File: src/pmrsc_pkg.sv
`default_nettype none
// ====================================================================
// shared constants
package pmrsc_pkg;
   // motor count and widths
   localparam int          MOTORS       = 4;
   localparam int          RT_W         = 32;
   localparam int          ADDR_W       = 8;
   // clock and run time tick
   localparam longint      CLK_HZ       = 50_000_000;
   localparam longint      RT_TICK_MS   = 1000;
   localparam longint      RT_TICK_CYC  = CLK_HZ / 1000 * RT_TICK_MS;
   // register byte offsets
   localparam logic [7:0]  OFS_POLICY   = 8'h00;
   localparam logic [7:0]  OFS_SCHEME   = 8'h04;
   localparam logic [7:0]  OFS_MODE     = 8'h08;
   localparam logic [7:0]  OFS_ROT      = 8'h0c;
   localparam logic [7:0]  OFS_STATUS   = 8'h10;
   localparam logic [7:0]  OFS_RT_SEL   = 8'h14;
   localparam logic [7:0]  OFS_RT_VAL   = 8'h18;
   // field positions
   localparam int          POL_ORDER_LSB = 0;
   localparam int          POL_STOP_LSB  = 8;
   localparam int          SCH_PID_BIT   = 8;
   localparam int          ST_INV_LSB    = 8;
   localparam int          ST_CNT_LSB    = 16;
   localparam int          ST_ACT_BIT    = 24;
   // motor order policy values
   localparam logic [1:0]  ORDER_FIXED    = 2'h0;
   localparam logic [1:0]  ORDER_EQUAL    = 2'h1;
   localparam logic [1:0]  ORDER_FIXED_SW = 2'h2;
   localparam logic [1:0]  ORDER_EQUAL_SW = 2'h3;
   // line motor stop policy values
   localparam logic [1:0]  STOP_ALL      = 2'h0;
   localparam logic [1:0]  STOP_ON_ALARM = 2'h1;
   localparam logic [1:0]  STOP_KEEP     = 2'h2;
   // per motor mode values and scheme off value
   localparam logic [1:0]  MODE_OFF     = 2'h0;
   localparam logic [1:0]  MODE_ON      = 2'h1;
   localparam logic [1:0]  MODE_FORCE   = 2'h2;
   localparam logic [7:0]  SCHEME_OFF   = 8'h00;
   // reset values and bus answers
   localparam logic [15:0] MODE_RST     = 16'h5555;
   localparam logic [1:0]  RESP_OKAY    = 2'h0;
   localparam logic [1:0]  RESP_SLVERR  = 2'h2;
endpackage : pmrsc_pkg
`default_nettype wire

File: src/pmrsc_pick.sv
`default_nettype none
// ====================================================================
// picks the masked motor with the smallest or largest key
module pmrsc_pick #(
   parameter int N  = pmrsc_pkg::MOTORS,
   parameter int KW = pmrsc_pkg::RT_W,
   parameter int IW = $clog2(N)
) (
   input  wire logic [N*KW-1:0] key,
   input  wire logic [N-1:0]    mask,
   input  wire logic            want_max,
   output logic      [IW-1:0]   idx,
   output logic                 found
);
   // strict compare so the lowest number wins a tie
   always_comb begin
      logic [KW-1:0] best;
      best  = '0;
      idx   = '0;
      found = 1'b0;
      for (int i = 0; i < N; i++) begin
         if (mask[i] && (!found ||
             (want_max ? key[i*KW +: KW] > best
                       : key[i*KW +: KW] < best))) begin
            best  = key[i*KW +: KW];
            idx   = IW'(i);
            found = 1'b1;
         end
      end
   end
endmodule : pmrsc_pick
`default_nettype wire

File: src/pmrsc_ctrl.sv
// How it works
// - order policy 0 adds motors lowest number first.
// - order policy 0 drops motors highest number first.
// - order policy 1 adds the stopped motor with least run time.
// - order policy 1 drops the running motor with most run time.
// - policy 2 is fixed order; slow stop moves inverter to next motor.
// - policy 3 is equal time; slow stop moves inverter to least time.
// - stop policy decides line motors on run drop or alarm.
// - run drop: inverter outputs clear when inverter output ceases.
// - alarm clears all inverter outputs at once.
// - stop policy 0 clears all line outputs except forced ones on run drop and alarm.
// - policy 1 keeps line motors on run drop; policy 2 keeps them on run drop and alarm.
// - mode 0 or permit low switches that one motor off.
// - scheme 0, pid disable or coast stop clears all line motors.
// - unchanged count for the interval swaps a running and stopped motor.
// - mode 2 forces line output on; 0 disables; 1 enables.
//
// The address map and the AXI4-Lite slave port are this design's own decisions.
`default_nettype none
module pmrsc_ctrl #(
   parameter int     N           = pmrsc_pkg::MOTORS,
   parameter longint TICK_CYCLES = pmrsc_pkg::RT_TICK_CYC
) (
   input  wire logic                        aclk,
   input  wire logic                        aresetn,
   input  wire logic [pmrsc_pkg::ADDR_W-1:0] s_axi_awaddr,
   input  wire logic                        s_axi_awvalid,
   output logic                             s_axi_awready,
   input  wire logic [31:0]                 s_axi_wdata,
   input  wire logic [3:0]                  s_axi_wstrb,
   input  wire logic                        s_axi_wvalid,
   output logic                             s_axi_wready,
   output logic      [1:0]                  s_axi_bresp,
   output logic                             s_axi_bvalid,
   input  wire logic                        s_axi_bready,
   input  wire logic [pmrsc_pkg::ADDR_W-1:0] s_axi_araddr,
   input  wire logic                        s_axi_arvalid,
   output logic                             s_axi_arready,
   output logic      [31:0]                 s_axi_rdata,
   output logic      [1:0]                  s_axi_rresp,
   output logic                             s_axi_rvalid,
   input  wire logic                        s_axi_rready,
   input  wire logic                        run_cmd,
   input  wire logic                        alarm,
   input  wire logic                        inverter_active,
   input  wire logic                        add_req,
   input  wire logic                        drop_req,
   input  wire logic                        slow_stop_req,
   input  wire logic                        coast_stop_input,
   input  wire logic [N-1:0]                motor_permit_in,
   output logic      [N-1:0]                line_drive_out,
   output logic      [N-1:0]                inverter_drive_out,
   output logic                             rotation_event
);
   localparam int IW = $clog2(N);
   localparam int RW = pmrsc_pkg::RT_W;

   // ==================================================================
   // helpers
   function automatic logic [IW-1:0] oh_idx(input logic [N-1:0] v);
      oh_idx = '0;
      for (int i = 0; i < N; i++) begin
         if (v[i]) oh_idx = IW'(i);
      end
   endfunction : oh_idx

   function automatic logic [7:0] count_ones(input logic [N-1:0] v);
      count_ones = '0;
      for (int i = 0; i < N; i++) begin
         count_ones = count_ones + {7'h00, v[i]};
      end
   endfunction : count_ones

   // ==================================================================
   // registers and state
   logic [1:0]     order_pol;
   logic [1:0]     stop_pol;
   logic [7:0]     scheme;
   logic           pid_en;
   logic [2*N-1:0] mode;
   logic [31:0]    rot_interval;
   logic [IW-1:0]  rt_sel;
   logic [RW-1:0]  rt [N];
   logic [N-1:0]   perm_s1, perm_s2;
   logic           coast_s1, coast_s2;
   logic [31:0]    tick_cnt;
   logic           tick;
   logic [31:0]    rot_timer;
   logic [7:0]     prev_cnt;
   logic [N-1:0]   next_line, next_inv;
   logic           rot_fire, add_fire, drop_fire;
   logic [N-1:0]   forced, off_mask, add_mask, drop_mask;
   logic [N-1:0]   run_mask, inv_mask;
   logic [N*RW-1:0] key_rt, key_add, key_drop, key_inv;
   logic [IW-1:0]  add_idx, drop_idx, inv_idx, rmax_idx, rmin_idx;
   logic           add_ok, drop_ok, inv_ok, rmax_ok, rmin_ok;
   logic           casc_en, running, run_stop, rot_due, equal_pol;
   logic           wr_en, rd_en;

   // ==================================================================
   // pin synchronisers
   always_ff @(posedge aclk) begin
      if (!aresetn) begin
         perm_s1  <= '0;
         perm_s2  <= '0;
         coast_s1 <= 1'b0;
         coast_s2 <= 1'b0;
      end else begin
         perm_s1  <= motor_permit_in;
         perm_s2  <= perm_s1;
         coast_s1 <= coast_stop_input;
         coast_s2 <= coast_s1;
      end
   end

   // ==================================================================
   // candidate masks and selection keys
   assign casc_en   = (scheme != pmrsc_pkg::SCHEME_OFF) && pid_en
                      && !coast_s2;
   assign running   = run_cmd || inverter_active || (|inverter_drive_out);
   assign run_stop  = !run_cmd && !inverter_active;
   assign equal_pol = order_pol[0];
   assign rot_due   = (rot_interval != '0) && (rot_timer >= rot_interval);

   always_comb begin
      for (int i = 0; i < N; i++) begin
         forced[i]   = mode[2*i +: 2] == pmrsc_pkg::MODE_FORCE;
         off_mask[i] = (mode[2*i +: 2] == pmrsc_pkg::MODE_OFF)
                       || !perm_s2[i];
         add_mask[i] = (mode[2*i +: 2] == pmrsc_pkg::MODE_ON) && perm_s2[i]
                       && !line_drive_out[i] && !inverter_drive_out[i];
         key_rt[i*RW +: RW]   = rt[i];
         key_add[i*RW +: RW]  = equal_pol ? rt[i] : '0;
         key_drop[i*RW +: RW] = equal_pol ? rt[i]
                                          : RW'(i);
         key_inv[i*RW +: RW]  = equal_pol ? rt[i] : RW'((i + N - 1
                                - int'(oh_idx(inverter_drive_out))) % N);
      end
      drop_mask = line_drive_out & ~forced;
      run_mask  = line_drive_out & ~forced;
      inv_mask  = add_mask;
   end

   pmrsc_pick #(.N(N), .KW(RW)) u_add (
      .key(key_add), .mask(add_mask), .want_max(1'b0),
      .idx(add_idx), .found(add_ok));
   pmrsc_pick #(.N(N), .KW(RW)) u_drop (
      .key(key_drop), .mask(drop_mask), .want_max(1'b1),
      .idx(drop_idx), .found(drop_ok));
   pmrsc_pick #(.N(N), .KW(RW)) u_inv (
      .key(key_inv), .mask(inv_mask), .want_max(1'b0),
      .idx(inv_idx), .found(inv_ok));
   pmrsc_pick #(.N(N), .KW(RW)) u_rmax (
      .key(key_rt), .mask(run_mask), .want_max(1'b1),
      .idx(rmax_idx), .found(rmax_ok));
   pmrsc_pick #(.N(N), .KW(RW)) u_rmin (
      .key(key_rt), .mask(add_mask), .want_max(1'b0),
      .idx(rmin_idx), .found(rmin_ok));

   // ==================================================================
   // cascade decision
   always_comb begin
      next_line = line_drive_out;
      next_inv  = inverter_drive_out;
      rot_fire  = 1'b0;
      add_fire  = 1'b0;
      drop_fire = 1'b0;
      if (!casc_en) begin
         next_line = '0;
         next_inv  = '0;
      end else if (alarm) begin
         next_inv = '0;
         if (stop_pol != pmrsc_pkg::STOP_KEEP) begin
            next_line = '0;
         end
      end else if (run_stop) begin
         next_inv = '0;
         if (stop_pol == pmrsc_pkg::STOP_ALL) begin
            next_line = '0;
         end
      end else if (run_cmd) begin
         if (inverter_drive_out == '0) begin
            if (add_ok) next_inv = N'(1) << add_idx;
         end else if (slow_stop_req && order_pol[1]) begin
            if (inv_ok) next_inv = N'(1) << inv_idx;
         end else if (add_req && add_ok) begin
            next_line[add_idx] = 1'b1;
            add_fire = 1'b1;
         end else if (drop_req && drop_ok) begin
            next_line[drop_idx] = 1'b0;
            drop_fire = 1'b1;
         end else if (rot_due && rmax_ok && rmin_ok
                      && rt[rmax_idx] > rt[rmin_idx]) begin
            next_line[rmax_idx] = 1'b0;
            next_line[rmin_idx] = 1'b1;
            rot_fire = 1'b1;
         end
      end
      // per motor disable and forced drive
      next_line = (next_line & ~off_mask)
                  | (forced & ~off_mask & {N{casc_en}});
      next_inv  = next_inv & ~off_mask;
   end

   // drive outputs
   always_ff @(posedge aclk) begin
      if (!aresetn) begin
         line_drive_out     <= '0;
         inverter_drive_out <= '0;
         rotation_event     <= 1'b0;
      end else begin
         line_drive_out     <= next_line;
         inverter_drive_out <= next_inv;
         rotation_event     <= rot_fire;
      end
   end

   // ==================================================================
   // run time tick, counters and rotation timer
   always_ff @(posedge aclk) begin
      if (!aresetn) begin
         tick_cnt <= '0;
         tick     <= 1'b0;
      end else if (tick_cnt == 32'(TICK_CYCLES - 1)) begin
         tick_cnt <= '0;
         tick     <= 1'b1;
      end else begin
         tick_cnt <= tick_cnt + 32'h0000_0001;
         tick     <= 1'b0;
      end
   end

   for (genvar g = 0; g < N; g++) begin : g_rt
      always_ff @(posedge aclk) begin
         if (!aresetn) begin
            rt[g] <= '0;
         end else if (tick && (line_drive_out[g]
                               || inverter_drive_out[g])) begin
            rt[g] <= rt[g] + RW'(1);
         end
      end
   end

   // restarts whenever the running count moves
   always_ff @(posedge aclk) begin
      if (!aresetn) begin
         prev_cnt  <= '0;
         rot_timer <= '0;
      end else begin
         prev_cnt <= count_ones(line_drive_out | inverter_drive_out);
         if (prev_cnt != count_ones(line_drive_out | inverter_drive_out)
             || !run_cmd || rot_fire || rot_interval == '0) begin
            rot_timer <= '0;
         end else if (tick && !rot_due) begin
            rot_timer <= rot_timer + 32'h0000_0001;
         end
      end
   end

   // ==================================================================
   // axi4-lite write channel
   assign wr_en = s_axi_awvalid && s_axi_wvalid && !s_axi_awready
                  && !s_axi_bvalid;
   always_ff @(posedge aclk) begin
      if (!aresetn) begin
         s_axi_awready <= 1'b0;
         s_axi_wready  <= 1'b0;
         s_axi_bvalid  <= 1'b0;
         s_axi_bresp   <= pmrsc_pkg::RESP_OKAY;
      end else begin
         s_axi_awready <= wr_en;
         s_axi_wready  <= wr_en;
         if (wr_en) begin
            s_axi_bvalid <= 1'b1;
            if (s_axi_awaddr == pmrsc_pkg::OFS_POLICY
                || s_axi_awaddr == pmrsc_pkg::OFS_SCHEME
                || s_axi_awaddr == pmrsc_pkg::OFS_MODE
                || s_axi_awaddr == pmrsc_pkg::OFS_ROT
                || s_axi_awaddr == pmrsc_pkg::OFS_RT_SEL) begin
               s_axi_bresp <= pmrsc_pkg::RESP_OKAY;
            end else begin
               s_axi_bresp <= pmrsc_pkg::RESP_SLVERR;
            end
         end else if (s_axi_bready) begin
            s_axi_bvalid <= 1'b0;
         end
      end
   end

   // register writes, each field gated by the strobe of its own byte lane
   always_ff @(posedge aclk) begin
      if (!aresetn) begin
         order_pol    <= pmrsc_pkg::ORDER_FIXED;
         stop_pol     <= pmrsc_pkg::STOP_ALL;
         scheme       <= pmrsc_pkg::SCHEME_OFF;
         pid_en       <= 1'b0;
         mode         <= (2*N)'(pmrsc_pkg::MODE_RST);
         rot_interval <= '0;
         rt_sel       <= '0;
      end else if (wr_en) begin
         if (s_axi_awaddr == pmrsc_pkg::OFS_POLICY) begin
            if (s_axi_wstrb[0])
               order_pol <= s_axi_wdata[pmrsc_pkg::POL_ORDER_LSB +: 2];
            if (s_axi_wstrb[1])
               stop_pol <= s_axi_wdata[pmrsc_pkg::POL_STOP_LSB +: 2];
         end else if (s_axi_awaddr == pmrsc_pkg::OFS_SCHEME) begin
            if (!running) begin
               if (s_axi_wstrb[0]) scheme <= s_axi_wdata[7:0];
               if (s_axi_wstrb[1])
                  pid_en <= s_axi_wdata[pmrsc_pkg::SCH_PID_BIT];
            end
         end else if (s_axi_awaddr == pmrsc_pkg::OFS_MODE) begin
            // two bits a motor, four motors to a byte lane
            for (int i = 0; i < N; i++) begin
               if (s_axi_wstrb[i/4])
                  mode[2*i +: 2] <= s_axi_wdata[2*i +: 2];
            end
         end else if (s_axi_awaddr == pmrsc_pkg::OFS_ROT) begin
            for (int b = 0; b < 4; b++) begin
               if (s_axi_wstrb[b])
                  rot_interval[8*b +: 8] <= s_axi_wdata[8*b +: 8];
            end
         end else if (s_axi_awaddr == pmrsc_pkg::OFS_RT_SEL) begin
            if (s_axi_wstrb[0]) rt_sel <= s_axi_wdata[IW-1:0];
         end
      end
   end

   // ==================================================================
   // axi4-lite read channel
   assign rd_en = s_axi_arvalid && !s_axi_arready && !s_axi_rvalid;
   always_ff @(posedge aclk) begin
      if (!aresetn) begin
         s_axi_arready <= 1'b0;
         s_axi_rvalid  <= 1'b0;
         s_axi_rdata   <= '0;
         s_axi_rresp   <= pmrsc_pkg::RESP_OKAY;
      end else begin
         s_axi_arready <= rd_en;
         if (rd_en) begin
            s_axi_rvalid <= 1'b1;
            s_axi_rresp  <= pmrsc_pkg::RESP_OKAY;
            s_axi_rdata  <= '0;
            if (s_axi_araddr == pmrsc_pkg::OFS_POLICY) begin
               s_axi_rdata[pmrsc_pkg::POL_ORDER_LSB +: 2] <= order_pol;
               s_axi_rdata[pmrsc_pkg::POL_STOP_LSB +: 2]  <= stop_pol;
            end else if (s_axi_araddr == pmrsc_pkg::OFS_SCHEME) begin
               s_axi_rdata[7:0] <= scheme;
               s_axi_rdata[pmrsc_pkg::SCH_PID_BIT] <= pid_en;
            end else if (s_axi_araddr == pmrsc_pkg::OFS_MODE) begin
               s_axi_rdata[2*N-1:0] <= mode;
            end else if (s_axi_araddr == pmrsc_pkg::OFS_ROT) begin
               s_axi_rdata <= rot_interval;
            end else if (s_axi_araddr == pmrsc_pkg::OFS_STATUS) begin
               s_axi_rdata[N-1:0] <= line_drive_out;
               s_axi_rdata[pmrsc_pkg::ST_INV_LSB +: N] <= inverter_drive_out;
               s_axi_rdata[pmrsc_pkg::ST_CNT_LSB +: 8] <=
                  count_ones(line_drive_out | inverter_drive_out);
               s_axi_rdata[pmrsc_pkg::ST_ACT_BIT] <= casc_en;
            end else if (s_axi_araddr == pmrsc_pkg::OFS_RT_SEL) begin
               s_axi_rdata[IW-1:0] <= rt_sel;
            end else if (s_axi_araddr == pmrsc_pkg::OFS_RT_VAL) begin
               s_axi_rdata <= 32'(rt[rt_sel]);
            end else begin
               s_axi_rresp <= pmrsc_pkg::RESP_SLVERR;
            end
         end else if (s_axi_rready) begin
            s_axi_rvalid <= 1'b0;
         end
      end
   end
endmodule : pmrsc_ctrl
`default_nettype wire

File: config.mk
export PLATFORM = sky130hd
export DESIGN_NAME = pmrsc_ctrl
export DESIGN_NICKNAME = d
export VERILOG_FILES = /design/src/pmrsc_pkg.sv /design/src/pmrsc_pick.sv /design/src/pmrsc_ctrl.sv
export SDC_FILE = /design/constraint.sdc
export NUM_CORES = 2
export LEC_CHECK = 0
export ABC_AREA = 1
export BUFFER_PORTS_ARGS = -buffer_cell sky130_fd_sc_hd__buf_2
export CAP_MARGIN = 30
export CORE_MARGIN = 3
export CORE_UTILIZATION = 50
export CTS_CLUSTER_SIZE = 12
export DETAILED_ROUTE_END_ITERATION = 16
export GPL_ROUTABILITY_DRIVEN = 0
export PLACE_DENSITY = 0.66
export SLEW_MARGIN = 20
export SYNTH_ARGS = -nofsm -noshare
export SYNTH_HDL_FRONTEND = slang
export SYNTH_HIERARCHICAL = 1
export SYNTH_SLANG_ARGS = --single-unit
File: constraint.sdc
create_clock -name aclk -period 13.65 [get_ports aclk]
set_clock_uncertainty 0.15 [all_clocks]
set_input_delay 0 -clock aclk [delete_from_list [all_inputs] [get_ports aclk]]
set_output_delay 0 -clock aclk [all_outputs]
set_load 0.02 [all_outputs]
==> insert_results.sql <==
INSERT INTO impl_metrics (metric_group, metric, value, unit) VALUES
('worst_setup_path', 'setup.worst_path.end_class', 'flop', ''),
('timing', 'final.setup.tns', '0', 'ns'),
('min_path', 'min-delay-start', 'motor_permit_in[1]', ''),
('power', 'static-leakage-power', '21.41', 'nW'),
('floorplanning', 'boundaryPins', '120', ''),
('final_layout', 'nNetsFinal', '7043', ''),
('cts', 'root_buffer', 'sky130_fd_sc_hd__clkbuf_16', ''),
('worst_setup_path', 'cp.arrival', '12.72', 'ns'),
('final_layout', 'post_layout_nonfiller_instances', '7487', ''),
('worst_setup_path', 'worst-path-buf-inv', '5', ''),
('synth', 'netlist.area_leader.share', '17.51', '%'),
('route', 'wirelength', '150.2', 'mm'),
('cts', 'tritoncts_clock_tree', 'done', ''),
('timing', 'period_minus_slack', '12.43', 'ns'),
('worst_setup_path', 'worst-endpoint-required', '13.94', 'ns'),
('synth', 'ys_async_sr_fraction', '0', '%'),
('placed_design', 'buffer_ports.inserted', '117', ''),
('cts', 'path_clk_slew', '0.06', 'ns'),
('worst_setup_path', 'regToRegStartpoint', 'line_drive_out[0]', ''),
('worst_setup_path', 'worst_r2r_endpoint', 'line_drive_out[2]', ''),
('min_path', 'hold_path_end', 'perm_s1[1]', ''),
('global_route', 'gr-total-overflow', '0', ''),
('route', 'drcViolationCount', '0', ''),
('synth', 'ys_ff_latch', '310', ''),
('worst_setup_path', 'highest_cell_delay_on_the_worst_timing_path', '0.86', 'ns'),
('global_route', 'first_global_vias', '40620', ''),
('worst_setup_path', 'critPathTopFamily', 'simple AND/OR/NAND/NOR gates', ''),
('timing', 'finalMaxSlewViolations', '0', ''),
('timing', 'finalCritPeriodShare', '91.05', '%'),
('final_layout', 'syn_to_final_growth', '9.807', '%'),
('final_layout', 'top_library_cells_by_usage_in_the_layout_fill_and_taps_aside', '1768 x sky130_fd_sc_hd__nand2_1, 907 x sky130_fd_sc_hd__inv_1, 552 x sky130_fd_sc_hd__ha_1', ''),
('final_layout', 'layout.cells.most_common', 'sky130_fd_sc_hd__nand2_1', ''),
('floorplanning', 'die_height', '286.8', 'um'),
('power', 'clockPowerShare', '38.9', '%'),
('placed_design', 'dp_hpwl', '116.1', 'mm'),
('route', 'detailedRoute.firstIterationViolations', '4511', ''),
('floorplanning', 'core_area', '77850', 'sq um'),
('final_layout', 'drive_gt1_share', '6.162', '%'),
('synth', 'synth.cell_area', '39430', 'sq um'),
('global_route', 'grt_max_degree', '106', ''),
('job', 'timing.max_cap.violations', '0', ''),
('cts', 'post-cts-setup-buffer-count', '0', ''),
('synth', 'post-synth-top-area-cell', 'sky130_fd_sc_hd__ha_1', ''),
('final_layout', 'fillerInstances', '7666', ''),
('floorplanning', 'floorplan.die.width', '286.8', 'um'),
('timing', 'rsz0062_at_grt', 'false', ''),
('floorplanning', 'initial_utilization', '50.65', '%'),
('placed_design', 'post-place-cells', '7308', ''),
('global_route', 'antenna_found_initial', '7', ''),
('cts', 'clkLatencyLatePin', '0.56', 'ns'),
('final_layout', 'finish.utilization', '55.62', '%'),
('timing', 'setup-violations-final', '0', ''),
('min_path', 'timing.hold.worst.class', 'input port to flop', ''),
('synth', 'synthesis.instances', '6265', ''),
('synth', 'yosysWarningCount', '6', ''),
('timing', 'final-hold-violation-count', '0', ''),
('cts', 'clock_sink_total', '310', ''),
('cts', 'cts_max_level', '2', ''),
('worst_setup_path', 'critical_path.most_common_cell', 'sky130_fd_sc_hd__nand2_1', ''),
('worst_setup_path', 'critical-path-slowest-cell', 'sky130_fd_sc_hd__nand2_2', ''),
('worst_setup_path', 'worstRegToRegCells', '60', ''),
('worst_setup_path', 'r2r_slack', '1.22', 'ns'),
('global_route', 'grt_first_pass_wirelength', '230.3', 'mm'),
('floorplanning', 'core.rowCount', '102', ''),
('placed_design', 'dpl-instance-area', '41030', 'sq um'),
('final_layout', 'multi_input_gate_area', '27410', 'sq um'),
('run_status', 'status', 'finished, final reports clean', ''),
('power', 'switchingPower', '0.0007448', 'W'),
('cts', 'clock_path_buffers', '3', ''),
('final_layout', 'ff_latch_area', '7495', 'sq um'),
('worst_setup_path', 'worst-setup-path-type', 'flop to flop', '');
-- synthesized netlist by cell type, types with 61 or more instances --
library cell,count
sky130_fd_sc_hd__nand2_1,1768
sky130_fd_sc_hd__inv_1,908
sky130_fd_sc_hd__ha_1,552
sky130_fd_sc_hd__a21oi_1,526
sky130_fd_sc_hd__nand3_1,449
sky130_fd_sc_hd__nor2_1,393
sky130_fd_sc_hd__o21ai_0,238
sky130_fd_sc_hd__dfxtp_1,182
sky130_fd_sc_hd__and2_1,161
sky130_fd_sc_hd__clkbuf_1,138
sky130_fd_sc_hd__edfxtp_1,128
sky130_fd_sc_hd__nor3_1,102
sky130_fd_sc_hd__nand4_1,86
sky130_fd_sc_hd__nor4_1,61
-- power groups by stage --
stage	logic (W)	registers (W)	clock network, W
floorplan	0.000263	0.00103	0
CTS	0.000417	0.00102	0.000937
finish	0.000431	0.00103	0.000929
detailed placement	0.000400	0.00104	0
global route	0.000473	0.00103	0.000968
global placement	0.000394	0.00104	0
-- worst max-delay path by stage --
stage,start,endpoint,slack (ns),depth (start not counted)
after floorplan,line_drive_out[0],rot_timer[7],5.34,59
after global placement,line_drive_out[0],rot_timer[7],2.11,56
after detailed placement,line_drive_out[0],rot_timer[8],1.89,56
after CTS,line_drive_out[0],line_drive_out[2],1.56,61
after global routing,line_drive_out[0],line_drive_out[2],0.48,64
final,line_drive_out[0],line_drive_out[2],1.22,60
-- layout make-up --
type | count | area share (%)
flip-flops and latches | 310 | 17.31
multi-input cells | 4826 | 63.31
inverters | 925 | 8.059
clock buffers | 50 | 2.222
diodes | 4 | 0.02312
clock inverters | 9 | 0.2658
well taps | 1040 | 3.005
repair buffers | 323 | 5.808
-- metrics by stage --
step                hold slack (ns)  setup WS, ns  power, W
CTS                        0.004719         1.557  0.002378
global route                0.04172        0.4826  0.002469
floorplan                  -0.05237         5.341  0.001294
detailed placement          0.03579         1.893  0.001444
global placement            0.03275         2.110  0.001438
finish                      0.01404         1.221  0.002388
-- registers in the layout, summed over array words and instances, names as in the netlist, 4 cells and up, named ones only --
| register | cells |
|---|---|
| perm_s1 | 4 |
| rot_interval | 32 |
| rt | 128 |
| line_drive_out | 4 |
| scheme | 8 |
| tick_cnt | 32 |
| inverter_drive_out | 4 |
| perm_s2 | 4 |
| s_axi_rdata | 32 |
| mode | 8 |
| rot_timer | 32 |
-- tightest hold or removal path, cell delays in order --
cell and delay (ns):
sky130_fd_sc_hd__dlygate4sd3_1 0.52, sky130_fd_sc_hd__buf_2 0.09, sky130_fd_sc_hd__nand2_1 0.04, sky130_fd_sc_hd__inv_1 0.04
-- metal layers --
| metal | wire length [um] | up-vias | GRT usage, % |
|---|---|---|---|
| met5 | 58 | - | 0 |
| met4 | 7809 | 8 | 15.87 |
| met3 | 15470 | 457 | 6.075 |
| met2 | 66570 | 2405 | 57.40 |
| met1 | 60260 | 19810 | 45.89 |
| li1 | - | 21060 | - |
-- repair_timing --
action                    in CTS  in global routing
resized for setup              0                  0
hold buffers                 113                  0
hold endpoints to repair     103                  0
-- kinds of logic after synthesis --
kind of cell    after synthesis  synth area share [%]
other cells                   2               0.01904
xor+xnor                     38                0.8440
fa+ha+maj                   553                 17.57
flops                       310                 18.99
buf+inv                    1149                 11.93
compound gates             1036                 14.92
simple gates               3177                 35.74
Power figures use the tool's default switching activity.
